`src/led_drv_defs.svh`:
```
// Purpose: shared constants of the serial LED sink driver control
// Assumes: 10 MHz reference clock
// Notes:   timing counts are derived from times, never typed as cycles
`ifndef LED_DRV_DEFS_SVH
`define LED_DRV_DEFS_SVH

`define CHAN_COUNT      16
`define CODE_WIDTH      6
`define CODE_RESET      6'h1f
`define CLK_PERIOD_NS   100
`define OPEN_DET_NS     200
// least time, so round up, and never below one cycle
`define OPEN_DET_CYC    (((`OPEN_DET_NS + `CLK_PERIOD_NS - 1) / `CLK_PERIOD_NS) < 1 ? 1 : \
                         ((`OPEN_DET_NS + `CLK_PERIOD_NS - 1) / `CLK_PERIOD_NS))
`define SYNC_STAGES     3
`define BUF_DATA_BIT    0
`define BUF_PATH_BIT    1
`define BUF_WIDTH       2

`endif

```
`src/led_drv_pkg.sv`:
```
// Purpose: types of the serial LED sink driver control
// Assumes: constants live in led_drv_defs.svh
// Notes:   none
`include "led_drv_defs.svh"
package led_drv_pkg;
  typedef logic [`CODE_WIDTH-1:0] code_t;
  typedef logic [`CHAN_COUNT-1:0] chan_word_t;
endpackage

```
`src/bit_buffer.sv`:
```
// Purpose: two-entry buffer with valid and ready on both sides
// Assumes: single clock, synchronous active-low reset
// Notes:   in_ready falls only when both entries are full
`timescale 1ns/1ns
`default_nettype none
module bit_buffer #(
  parameter int WIDTH = 2
) (
  // clock and reset
  input  wire logic             clk_i,
  input  wire logic             reset_n_i,
  // filling side
  input  wire logic             in_valid_i,
  output logic                  in_ready_o,
  input  wire logic [WIDTH-1:0] in_data_i,
  // draining side
  output logic                  out_valid_o,
  input  wire logic             out_ready_i,
  output logic      [WIDTH-1:0] out_data_o
);
  logic [WIDTH-1:0] head_r;
  logic [WIDTH-1:0] tail_r;
  logic [1:0]       count_r;
  logic             push;
  logic             pop;

  assign in_ready_o  = (count_r != 2'h2);
  assign out_valid_o = (count_r != 2'h0);
  assign out_data_o  = head_r;
  assign push        = in_valid_i && in_ready_o;
  assign pop         = out_valid_o && out_ready_i;

  // occupancy
  always_ff @(posedge clk_i) begin
    if (!reset_n_i) begin
      count_r <= 2'h0;
    end else if (push && !pop) begin
      count_r <= count_r + 2'h1;
    end else if (pop && !push) begin
      count_r <= count_r - 2'h1;
    end
  end

  // head is the oldest word; tail only used when both are full
  always_ff @(posedge clk_i) begin
    if (!reset_n_i) begin
      head_r <= '0;
      tail_r <= '0;
    end else begin
      if (pop) begin
        head_r <= (count_r == 2'h2) ? tail_r : in_data_i;
      end else if (push && count_r == 2'h0) begin
        head_r <= in_data_i;
      end
      if (push && ((count_r == 2'h1 && !pop) || (count_r == 2'h2))) begin
        tail_r <= in_data_i;
      end
    end
  end
endmodule
`default_nettype wire

```
`src/led_sink_ctrl.sv`:
```
// Purpose: digital control of a 16-channel constant-current LED sink driver
// Assumes: all pins arrive asynchronously to REF_CLK_I (10 MHz); the serial
//          clock is sampled, so it must stay well below a quarter of REF_CLK_I
// Notes:   fault pin is open drain: FAULT_O low, FAULT_OE_O high pulls it low
// Notes on behaviour
// (RL1) path select low: serial bits fill the 6-bit current code, MSB first
// (RL2) channel current is base current times code divided by 64
// (RL3) active current code holds until a new shifted code is latched
// (RL4) current code resets to 011111, about half the base current
// (RL5) path select high: serial bits shift into the 16-bit channel register
// (RL6) latched channel bit 1 turns its output on, 0 turns it off
// (RL7) channel latch passes through while strobe high, holds while low
// (RL8) serial out changes on falling clock if edge select high, else rising
// (RL9) fault pin pulled low when overtemperature above 150 C is reported
// (RL10) thermal fault releases only below 100 C or after a power cycle
// (RL11) fault pin is the OR of thermal fault and open-LED fault
// (RL12) enable high turns all outputs off and suppresses open-LED detection
// (RL13) open-LED fault when an on channel reads below 0.3 V
// (RL14) open-LED detection waits 0.2 us after a channel turns on
// (RL15) controller disables outputs and watches fault to tell open from hot
// (RL16) controller shifts 32 ones through a cascade, latches, enables
// (RL17) controller walks a single one through 31 zeros watching the fault
// (RL18) controller latches the code before raising path select for data
// (RL19) strobe with path select low loads the code, channel latch untouched
// (RL20) serial out comes from the last channel shift stage for cascading
`timescale 1ns/1ns
`default_nettype none
`include "led_drv_defs.svh"
module led_sink_ctrl #(
  parameter int CHANNELS = `CHAN_COUNT
) (
  // clock and reset
  input  wire logic                REF_CLK_I,
  input  wire logic                RESET_N_I,
  // serial stream pins
  input  wire logic                SERIAL_CLK_I,
  input  wire logic                SERIAL_IN_I,
  input  wire logic                PATH_SELECT_I,
  input  wire logic                LATCH_I,
  input  wire logic                OUT_EDGE_SELECT_I,
  output logic                     SERIAL_OUT_O,
  // channel control
  input  wire logic                ENABLE_N_I,
  input  wire logic [CHANNELS-1:0] CHANNEL_LOW_I,
  output logic      [CHANNELS-1:0] CHANNEL_CURRENT_OUT_O,
  output var led_drv_pkg::code_t   CURRENT_CODE_O,
  // thermal sensor levels
  input  wire logic                OVERTEMP_I,
  input  wire logic                COOLED_I,
  // fault pin, open drain
  output logic                     FAULT_O,
  output logic                     FAULT_OE_O,
  // stream status
  output logic                     STREAM_OVERRUN_O
);
  import led_drv_pkg::*;

  localparam int SYN_W = CHANNELS + 8;
  localparam int CNT_W = $clog2(`OPEN_DET_CYC + 1);
  localparam logic [CNT_W-1:0] DET_CYC = CNT_W'(`OPEN_DET_CYC);

  // synchroniser stages
  logic [SYN_W-1:0] sync1_r;
  logic [SYN_W-1:0] sync2_r;
  logic [SYN_W-1:0] sync3_r;
  logic [SYN_W-1:0] filt_r;
  logic [SYN_W-1:0] pins;
  // filtered pin levels
  logic             sclk_s;
  logic             sdin_s;
  logic             path_s;
  logic             latch_s;
  logic             oes_s;
  logic             en_off_s;
  logic             hot_s;
  logic             cool_s;
  logic [CHANNELS-1:0] low_s;
  // edges and stream
  logic             sclk_q_r;
  logic             latch_q_r;
  logic             sclk_rise;
  logic             sclk_fall;
  logic             push_ready;
  logic             pop_valid;
  logic             pop_ready;
  logic [`BUF_WIDTH-1:0] pop_data;
  logic             pop;
  // shift and latch state
  code_t            code_sh_r;
  code_t            code_act_r;
  logic [CHANNELS-1:0] chan_sh_r;
  logic [CHANNELS-1:0] chan_lat_r;
  // fault state
  logic             therm_r;
  logic [CHANNELS-1:0] open_r;
  logic [CHANNELS-1:0] on_now;

  assign pins = {COOLED_I, OVERTEMP_I, ENABLE_N_I, OUT_EDGE_SELECT_I, LATCH_I,
                 PATH_SELECT_I, SERIAL_IN_I, SERIAL_CLK_I, CHANNEL_LOW_I};

  // three-stage synchroniser; a level counts once stages two and three agree
  always_ff @(posedge REF_CLK_I) begin
    if (!RESET_N_I) begin
      sync1_r <= '0;
      sync2_r <= '0;
      sync3_r <= '0;
    end else begin
      sync1_r <= pins;
      sync2_r <= sync1_r;
      sync3_r <= sync2_r;
    end
  end

  // filter: keep the old level while the last two stages disagree
  always_ff @(posedge REF_CLK_I) begin
    if (!RESET_N_I) begin
      filt_r <= '0;
    end else begin
      for (int i = 0; i < SYN_W; i++) begin
        if (sync2_r[i] == sync3_r[i]) begin
          filt_r[i] <= sync3_r[i];
        end
      end
    end
  end

  assign low_s    = filt_r[CHANNELS-1:0];
  assign sclk_s   = filt_r[CHANNELS];
  assign sdin_s   = filt_r[CHANNELS+1];
  assign path_s   = filt_r[CHANNELS+2];
  assign latch_s  = filt_r[CHANNELS+3];
  assign oes_s    = filt_r[CHANNELS+4];
  assign en_off_s = filt_r[CHANNELS+5];
  assign hot_s    = filt_r[CHANNELS+6];
  assign cool_s   = filt_r[CHANNELS+7];

  // edge history of serial clock and strobe
  always_ff @(posedge REF_CLK_I) begin
    if (!RESET_N_I) begin
      sclk_q_r  <= 1'b0;
      latch_q_r <= 1'b0;
    end else begin
      sclk_q_r  <= sclk_s;
      latch_q_r <= latch_s;
    end
  end

  assign sclk_rise = sclk_s && !sclk_q_r;
  assign sclk_fall = !sclk_s && sclk_q_r;

  // shift engine pauses one cycle as the strobe rises so the latch copy is settled
  assign pop_ready = !(latch_s && !latch_q_r);
  assign pop       = pop_valid && pop_ready;

  // each rising serial clock carries one bit plus the path it belongs to
  bit_buffer #(
    .WIDTH (`BUF_WIDTH)
  ) u_bit_buffer (
    .clk_i       (REF_CLK_I),
    .reset_n_i   (RESET_N_I),
    .in_valid_i  (sclk_rise),
    .in_ready_o  (push_ready),
    .in_data_i   ({path_s, sdin_s}),
    .out_valid_o (pop_valid),
    .out_ready_i (pop_ready),
    .out_data_o  (pop_data)
  );

  // sticky overrun: a serial clock too fast for the reference clock
  always_ff @(posedge REF_CLK_I) begin
    if (!RESET_N_I) begin
      STREAM_OVERRUN_O <= 1'b0;
    end else if (sclk_rise && !push_ready) begin
      STREAM_OVERRUN_O <= 1'b1;
    end
  end

  // current code shift register, MSB arrives first
  always_ff @(posedge REF_CLK_I) begin
    if (!RESET_N_I) begin
      code_sh_r <= `CODE_RESET;
    end else if (pop && !pop_data[`BUF_PATH_BIT]) begin
      code_sh_r <= {code_sh_r[`CODE_WIDTH-2:0], pop_data[`BUF_DATA_BIT]}; // [RL1]
    end
  end

  // active code: holds between strobes, loaded only by a strobe with path low
  always_ff @(posedge REF_CLK_I) begin
    if (!RESET_N_I) begin
      code_act_r <= `CODE_RESET; // [RL4]
    end else if (latch_s && !path_s) begin
      code_act_r <= code_sh_r; // [RL3] [RL19]
    end
  end

  // the analog stage scales base current by this code over 64
  always_ff @(posedge REF_CLK_I) begin
    if (!RESET_N_I) begin
      CURRENT_CODE_O <= `CODE_RESET;
    end else begin
      CURRENT_CODE_O <= code_act_r; // [RL2]
    end
  end

  // channel shift register
  always_ff @(posedge REF_CLK_I) begin
    if (!RESET_N_I) begin
      chan_sh_r <= '0;
    end else if (pop && pop_data[`BUF_PATH_BIT]) begin
      chan_sh_r <= {chan_sh_r[CHANNELS-2:0], pop_data[`BUF_DATA_BIT]}; // [RL5]
    end
  end

  // channel latch is transparent while the strobe is high on the channel path
  always_ff @(posedge REF_CLK_I) begin
    if (!RESET_N_I) begin
      chan_lat_r <= '0;
    end else if (latch_s && path_s) begin
      chan_lat_r <= chan_sh_r; // [RL7]
    end
  end

  // serial out follows the last stage on the selected serial clock edge
  always_ff @(posedge REF_CLK_I) begin
    if (!RESET_N_I) begin
      SERIAL_OUT_O <= 1'b0;
    end else if (oes_s ? sclk_fall : sclk_rise) begin
      SERIAL_OUT_O <= chan_sh_r[CHANNELS-1]; // [RL8] [RL20]
    end
  end

  // outputs on per latched bit, all off while enable is high
  always_ff @(posedge REF_CLK_I) begin
    if (!RESET_N_I) begin
      CHANNEL_CURRENT_OUT_O <= '0;
    end else begin
      CHANNEL_CURRENT_OUT_O <= en_off_s ? '0 : chan_lat_r; // [RL6] [RL12]
    end
  end

  assign on_now = CHANNEL_CURRENT_OUT_O;

  // open-LED detection per channel after the settling time
  for (genvar g = 0; g < CHANNELS; g++) begin : g_open
    logic [CNT_W-1:0] on_cnt_r;

    // count how long the channel has been on, saturating
    always_ff @(posedge REF_CLK_I) begin
      if (!RESET_N_I) begin
        on_cnt_r <= '0;
      end else if (!on_now[g]) begin
        on_cnt_r <= '0;
      end else if (on_cnt_r != DET_CYC) begin
        on_cnt_r <= on_cnt_r + CNT_W'(1);
      end
    end

    // fault only from a channel settled on with output below threshold
    always_ff @(posedge REF_CLK_I) begin
      if (!RESET_N_I) begin
        open_r[g] <= 1'b0;
      end else begin
        open_r[g] <= !en_off_s && on_now[g] && (on_cnt_r == DET_CYC) // [RL14]
                     && low_s[g]; // [RL13] [RL12]
      end
    end
  end

  // thermal flag with hysteresis; set wins over clear, reset is the power cycle
  always_ff @(posedge REF_CLK_I) begin
    if (!RESET_N_I) begin
      therm_r <= 1'b0;
    end else if (hot_s) begin
      therm_r <= 1'b1; // [RL9]
    end else if (cool_s) begin
      therm_r <= 1'b0; // [RL10]
    end
  end

  // open drain: data always low, enable pulls the line
  always_ff @(posedge REF_CLK_I) begin
    if (!RESET_N_I) begin
      FAULT_O    <= 1'b0;
      FAULT_OE_O <= 1'b0;
    end else begin
      FAULT_O    <= 1'b0;
      FAULT_OE_O <= therm_r || (|open_r); // [RL11]
    end
  end

  // checks
  code_reset_a: assert property (@(posedge REF_CLK_I) // [RL4]
    $rose(RESET_N_I) |-> code_act_r == `CODE_RESET)
    else $error("current code not at reset pattern");
  code_hold_a: assert property (@(posedge REF_CLK_I) disable iff (!RESET_N_I) // [RL3]
    !(latch_s && !path_s) |=> $stable(code_act_r))
    else $error("current code changed without strobe");
  code_load_a: assert property (@(posedge REF_CLK_I) disable iff (!RESET_N_I) // [RL19]
    (latch_s && !path_s) |=> code_act_r == $past(code_sh_r) && $stable(chan_lat_r))
    else $error("code strobe misbehaved");
  code_shift_a: assert property (@(posedge REF_CLK_I) disable iff (!RESET_N_I) // [RL1]
    (pop && !pop_data[1]) |=> code_sh_r[0] == $past(pop_data[0])
      && code_sh_r[5:1] == $past(code_sh_r[4:0]))
    else $error("code shift wrong");
  chan_shift_a: assert property (@(posedge REF_CLK_I) disable iff (!RESET_N_I) // [RL5]
    (pop && pop_data[1]) |=> chan_sh_r == {$past(chan_sh_r[CHANNELS-2:0]), $past(pop_data[0])})
    else $error("channel shift wrong");
  chan_hold_a: assert property (@(posedge REF_CLK_I) disable iff (!RESET_N_I) // [RL7]
    !latch_s |=> $stable(chan_lat_r))
    else $error("channel latch moved while closed");
  out_off_a: assert property (@(posedge REF_CLK_I) disable iff (!RESET_N_I) // [RL12]
    en_off_s |=> CHANNEL_CURRENT_OUT_O == '0 ##1 open_r == '0)
    else $error("outputs or detection active while disabled");
  out_map_a: assert property (@(posedge REF_CLK_I) disable iff (!RESET_N_I) // [RL6]
    !en_off_s |=> CHANNEL_CURRENT_OUT_O == $past(chan_lat_r))
    else $error("output does not follow latch");
  sout_edge_a: assert property (@(posedge REF_CLK_I) disable iff (!RESET_N_I) // [RL8]
    $changed(SERIAL_OUT_O) |-> $past(oes_s ? sclk_fall : sclk_rise))
    else $error("serial out changed on wrong edge");
  therm_hold_a: assert property (@(posedge REF_CLK_I) disable iff (!RESET_N_I) // [RL10]
    (therm_r && !cool_s) |=> therm_r ##1 FAULT_OE_O)
    else $error("thermal fault released early");
  fault_hot_a: assert property (@(posedge REF_CLK_I) disable iff (!RESET_N_I) // [RL9]
    hot_s |=> ##1 (FAULT_OE_O && !FAULT_O))
    else $error("fault not pulled low on overtemperature");
  open_wait_a: assert property (@(posedge REF_CLK_I) disable iff (!RESET_N_I) // [RL14]
    $rose(on_now[0]) |-> !open_r[0] [*2])
    else $error("open fault before settling time");
  fault_or_a: assert property (@(posedge REF_CLK_I) disable iff (!RESET_N_I) // [RL11]
    (!therm_r && open_r == '0) |=> !FAULT_OE_O)
    else $error("fault pulled with no cause");

  code_load_c: cover property (@(posedge REF_CLK_I) disable iff (!RESET_N_I)
    latch_s && !path_s && code_sh_r != code_act_r);
  chan_load_c: cover property (@(posedge REF_CLK_I) disable iff (!RESET_N_I)
    latch_s && path_s && chan_sh_r != '0);
  thermal_c: cover property (@(posedge REF_CLK_I) disable iff (!RESET_N_I)
    $fell(therm_r));
  open_c: cover property (@(posedge REF_CLK_I) disable iff (!RESET_N_I)
    $rose(open_r[0]));
endmodule
`default_nettype wire

```
`config.mk`:
```
export PLATFORM = sky130hd
export DESIGN_NAME = led_sink_ctrl
export DESIGN_NICKNAME = d
export VERILOG_FILES = /design/src/led_drv_pkg.sv /design/src/bit_buffer.sv /design/src/led_sink_ctrl.sv
export VERILOG_INCLUDE_DIRS = /design/src
export SDC_FILE = /design/constraint.sdc
export NUM_CORES = 1
export LEC_CHECK = 0
export BUFFER_PORTS_ARGS = -buffer_cell sky130_fd_sc_hd__buf_2
export CORE_ASPECT_RATIO = 0.8
export CORE_UTILIZATION = 55
export DETAILED_ROUTE_END_ITERATION = 16
export GPL_TIMING_DRIVEN = 0
export MAX_ROUTING_LAYER = met4
export PLACE_DENSITY = 0.74
export SLEW_MARGIN = 20
export SYNTH_ARGS = -nofsm -noshare
export SYNTH_HDL_FRONTEND = slang
export SYNTH_SLANG_ARGS = --single-unit
```
`constraint.sdc`:
```
create_clock -name REF_CLK_I -period 2.1 [get_ports REF_CLK_I]
set_input_delay 0.105 -clock REF_CLK_I [delete_from_list [all_inputs] [get_ports REF_CLK_I]]
set_output_delay 0.105 -clock REF_CLK_I [all_outputs]
set_load 0.01 [all_outputs]
```
Word level (Yosys, flattened, before mapping) --
Index checks and enable logic that the tools add are counted.
Storage, ports and cells: register bits 222, bits of input ports 26, output and inout port bits 26, logic and storage cells 258
Cells by class: add/sub/neg operators 18, eq/ne operators 59, multiplexer cells 8, bitwise operators 1, reduce and logical (&&, ||, !) cells 98
Operator list (number):
- $logic_and A1 B1 Y1 | 63
- $add A2 B1 Y2 const B | 17
- $eq A2 B2 Y1 const B | 17
- $ne A2 B2 Y1 const B | 17
- $reduce_and A2 Y1 | 16
- $eq A1 B1 Y1 | 24
- $reduce_or A16 Y1 | 1
- $logic_not A1 Y1 | 10
- $mux W2 | 5
- $reduce_bool A2 Y1 | 4
- $mux W1 | 3
- $eq A2 B1 Y1 const B | 1
- $logic_not A2 Y1 | 1
- $logic_or A1 B1 Y1 | 2
- $reduce_or A2 Y1 | 1
- $sub A2 B1 Y2 const B | 1
- $not A1 Y1 | 1

Logic depth before layout (Yosys ltp) --
depth after elaboration 8, gate-level depth with buffers 9, depth with buffers taken out 6

Modules after synthesis --
From an unflattened synthesis, not the netlist that was laid out.
Second synthesis, totals: cells, all modules 787, area total of the unflattened synthesis 7527.2 um2
By module, submodules not included:
- led_sink_ctrl | instances 1, cells an instance 743, area an instance 7144.4 um2, sequential area each 4324.1 um2
- bit_buffer | instances 1, cells an instance 44, area an instance 382.9 um2, sequential area each 120.1 um2

Least setup slack after synthesis --
Ideal clock, no wire load.
kind register to register, start register u_bit_buffer.count_r[0], end register u_bit_buffer.count_r[1], setup time 116 ps, arrival 1454 ps, required time 1984 ps, slack 530 ps, cell stages (with the launch flop) 7, path buffers 0, period minus slack after synthesis 1570 ps, cells stage by stage dfxtp_1 > inv_1 > ha_1 > nor3b_2 > o21ai_1 > a211o_1 > and3_1
Between the ends: cells in the longest elaborated chain, start to end 5, elaborated cells between the ends (all ways) 13, classes of those cells 2 x add/sub; 1 x eq/ne; 2 x mux; 8 x reduce/logical
RTL lines:
- start: declaration | RTL line bit_buffer.sv:23 | logic [1:0] count_r;
- start signal: assignment | RTL line bit_buffer.sv:38 | count_r <= count_r + 2'h1;
- start signal: assignment | RTL line bit_buffer.sv:40 | count_r <= count_r - 2'h1;
- parallel branches: the longest is 5 deep, another holds $sub A2 B1 Y2
Several ways; the timed one is not identified. The select of a mux whose other input is x is not followed. A chain may end at the register's enable or synchronous reset.

Worst setup path in the final report --
Ends and elaborated chain as after synthesis.

==> impl_summary.txt <==
----------------------------------------------------
[STA]
  Worst Skew ... about 0.0057 ns
  Maximum operating frequency ... approximately 570 MHz
  Hold Fails Final Rpt ... 0
  Worst-case headroom to the max-slew limit ... ~58%
  Setup violation total in the final timing report ... 0
  Count of final max-slew check failures ... 0
  Final worst path period share ... 84.17%
  Unrepaired setup endpoints after global routing ... false
  Transition time at the pin with the least slew margin ... 0.6338 ns
  Clock period minus final worst setup slack ... 1.768 ns
  Setup total negative slack ... 0 ns
  Hold WS ... roughly 0.053 ns

[Yosys]
  Number of nets produced by synthesis ... 818
  Total of warnings raised by yosys ... 0
  Distinct cell type count of the synthesized netlist ... 35
  Sequential cell area fraction in the yosys report ... 59.64%
  Number of synthesized register bits ... between 200 and 250
  Cell Area, Synth ... approximately 7500 µm²
  Synthesized area per cell ... slightly below 10 µm²
  Number of standard cells after synthesis ... 773

[Route]
  Average via count per standard cell ... 4.993
  Met1 routed wirelength after detailed routing ... 7060 µm
  Post-DRT Antenna Nets ... 0
  Highest metal layer with signal wires ... met4
  Post-route DRC ... 0
  Met3 layer wire length in the routed design ... 568 µm
  Wirelength, routed ... 14650 µm
  Via count ... 5288
  Amount of wire on met2 after detailed routing ... 6777 µm
  DRT Pass-1 Iters ... 5
  Wirelength per Cell ... around 14 µm
  DRC marker count from the first detailed-route iteration ... between 200 and 300

[Critical path]
  Nature of the critical path endpoint ... flop
  Critical register-to-register path endpoint ... u_bit_buffer.count_r[1]$_SDFFE_PN0P_
  Reg-to-reg critical path startpoint ... u_bit_buffer.count_r[0]$_SDFFE_PN0P_
  Startpoint-to-endpoint class of the critical path ... flop to flop
  Kind of launch point of the worst setup path ... flop
  FF-to-FF setup slack ... 0.33 ns
  Cell count of the worst reg-to-reg path ... 6
  Arrival time at the worst endpoint ... 2.14 ns
  Ordered list of cells on the worst path ... inv_1 -> ha_1 -> nor3b_2 -> o21ai_1 -> a211o_1 -> and3_1
  Maximum fanout count along the critical path ... 5
  Data required time at the worst endpoint ... around 2.5 ns
  Crit-path max cell delay ... between 0.3 and 0.4 ns
  Critical path's slowest cell ... sky130_fd_sc_hd__dfxtp_1

[Power and ir drop]
  Power Total ... just under 0.009 W
  Worst vdd rail ir drop ... 0.0005577 V
  Power density relative to cell area ... between 900 and 1000 nW/µm²
  Leak Pwr ... 3.589 nW

[Global routing]
  Number of global-route vias before repair ... about 5.1k
  Leftover overflow at the end of global routing ... 0
  Number of antenna violations at the first check in global routing ... 0
  First-pass GRT wire length ... 24210 µm
  Overall routing resource usage ... 22.24%
  Pin count of the biggest net entering global routing ... 15

[Clock tree]
  Number of sinks driven by the clock tree ... around 220
  Total clock buffers created by CTS ... 21
  CTS H-tree depth ... 1
  Worst skew pair latency ... 0.49 ns
  Cts repair resizes ... 0
  CTS tree ... yes
  CTS clock-pin slew for the worst setup and hold paths ... 0.06 ns
  Bufs on Longest Clock Path ... 3
  Cell chosen for the clock root ... sky130_fd_sc_hd__clkbuf_16

[Final layout]
  Fill cells ... 1010
  Cell area after layout ... just under 9000 µm²
  Antenna Cells ... 0
  Share of layout cells above drive strength 1 ... 10.52%
  Area taken by flip-flops and latches ... ~4400 µm²
  Layout overhead on the synthesized area ... 18.65%
  Final #Nets ... slightly above 900
  Footprint of the multi-input gates ... 2804 µm²

[Place]
  Placed Area ... 7921 µm²
  Dpl hpwl ... 10310 µm
  Routability congestion estimate ... 0.7788
  Count of buffers from port buffering ... 50

[Floorplan]
  Height of the die ... 106.1 µm
  Die Area ... 14020 µm²
  Std-Cell Rows ... 37
  Number of placed I/O pins ... 52
  Starting utilization of the core area ... roughly 57%
  Core Footprint ... roughly 13000 µm²
  Chip width ... 132.1 µm

[Job]
  Max Cap Violations ... 0

[Hold path]
  Worst hold path cell count ... 3
  Class of the worst hold path ... input port to flop
  Min-delay src ... RESET_N_I
  Hold EP ... CURRENT_CODE_O[0]$_SDFF_PN1_

[Status]
  Result of the run ... completed

----------------------------------------------------
## worst max-delay path: cells and delay by family (launching register included)
kind	cells	cell delay (ns)
buffers and inverters	1	0.08
AOI/OAI and AO/OA	2	0.52
and+or+nand+nor	2	0.49
adders and majority gates	1	0.22
DFF	1	0.36
## sequential cells by signal, summed over array words and instances (netlist names)
name,cells
sync2_r,24
CHANNEL_CURRENT_OUT_O,16
therm_r,1
chan_sh_r,16
SERIAL_OUT_O,1
sync1_r,24
STREAM_OVERRUN_O,1
u_bit_buffer.out_data_o,2
sync3_r,24
sclk_q_r,1
u_bit_buffer.count_r,2
FAULT_OE_O,1
g_open.on_cnt_r,32
latch_q_r,1
CURRENT_CODE_O,6
filt_r,24
u_bit_buffer.tail_r,2
open_r,16
code_sh_r,6
chan_lat_r,16
code_act_r,6
## cell families (layout without fill, tap and decap cells)
kind of cell	count (synthesis)	count (layout)	share of synthesized area [%]
adder cells (fa/ha/maj)	19	19	3.190
XOR/XNOR	16	16	1.880
buffers and inverters	51	162	2.737
multiplexers	4	4	0.5541
flip-flops	222	222	59.64
AND/OR/NAND/NOR	346	346	22.04
other	1	1	0.05032
AO/OA/AOI/OAI	114	114	9.906
## cell usage in the layout (no fill, tap or decap), types with 16 or more instances in the layout
master                          count
sky130_fd_sc_hd__and2_1            92
sky130_fd_sc_hd__ha_1              19
sky130_fd_sc_hd__nand3_1           29
sky130_fd_sc_hd__nor2_1            66
sky130_fd_sc_hd__clkbuf_1          26
sky130_fd_sc_hd__a21boi_0          57
sky130_fd_sc_hd__a21oi_1           19
sky130_fd_sc_hd__dlygate4sd3_1     24
sky130_fd_sc_hd__xor2_1            16
sky130_fd_sc_hd__inv_1             20
sky130_fd_sc_hd__clkbuf_16         21
sky130_fd_sc_hd__dfxtp_1          222
sky130_fd_sc_hd__buf_2             55
sky130_fd_sc_hd__nand2_1          131
sky130_fd_sc_hd__o21ai_0           29
## worst max path at each step
stage                                              start                                   end  slack, ns
floorplan           u_bit_buffer.count_r[0]$_SDFFE_PN0P_  u_bit_buffer.count_r[1]$_SDFFE_PN0P_       0.53
global placement    u_bit_buffer.count_r[0]$_SDFFE_PN0P_  u_bit_buffer.count_r[1]$_SDFFE_PN0P_       0.44
detailed placement  u_bit_buffer.count_r[0]$_SDFFE_PN0P_  u_bit_buffer.count_r[1]$_SDFFE_PN0P_       0.35
CTS                 u_bit_buffer.count_r[0]$_SDFFE_PN0P_  u_bit_buffer.count_r[1]$_SDFFE_PN0P_       0.34
global route        u_bit_buffer.count_r[0]$_SDFFE_PN0P_            chan_sh_r[10]$_SDFFE_PN0P_       0.17
finish              u_bit_buffer.count_r[0]$_SDFFE_PN0P_  u_bit_buffer.count_r[1]$_SDFFE_PN0P_       0.33
## Yosys cell counts (all sizes together)
master | count | area share, %
a211o | 1 | 0.12
a21boi | 58 | 5.8
a21oi | 19 | 1.3
and2 | 92 | 7.7
and2b | 1 | 0.13
and3 | 3 | 0.25
buf | 8 | 0.54
clkbuf | 23 | 1.2
conb | 1 | 0.050
dfxtp | 222 | 60
ha | 19 | 3.2
inv | 20 | 1.0
mux2 | 1 | 0.15
mux2i | 3 | 0.40
nand2 | 131 | 6.6
nand2b | 9 | 0.76
nand3 | 29 | 1.9
nand3b | 1 | 0.10
nand4 | 1 | 0.084
nor2 | 66 | 3.3
nor2b | 4 | 0.34
nor3 | 3 | 0.20
nor3b | 1 | 0.17
nor4 | 3 | 0.25
o211ai | 2 | 0.20
o21a | 3 | 0.30
o21ai | 30 | 2.0
o41a | 1 | 0.15
or3 | 2 | 0.17
xor2 | 16 | 1.9
## layer usage
metal	global-route usage, %	vias to the layer above
li1	-	2691
met1	28.53	2487
met2	37.04	85
met3	3.386	25
met4	5.565	0
met5	-	-
## layout make-up
type	count	share of cell area [%]
Sequential cell	222	50.26
Multi-Input combinational cell	500	31.71
Clock buffer	32	7.089
Timing Repair Buffer	74	5.547
Tap cell	175	2.476
Buffer	31	1.457
Inverter	20	0.8490
Clock inverter	5	0.6085
## power breakdown
group	switching, W	total [W]	internal (W)
logic	0.000375	0.000664	0.000290
clock network	0.00149	0.00367	0.00218
registers	0.0000979	0.00446	0.00437
## repair_timing
item | CTS | global route
hold buffers | 24 | 0
endpoints found under the hold margin | 24 | 0
setup buffers | 0 | 0
## stage by stage
stage / worst slack (ns) / utilization (%) / cells
CTS: 0.3418 / 67.73 / 1059
detailed placement: 0.3505 / 60.68 / 998
floorplan: 0.5301 / - / 773
finish: 0.3324 / 67.73 / 1059
global route: 0.1655 / 67.73 / 1059
global placement: 0.4433 / 60.68 / 998
(Power assumes the default switching activity.)
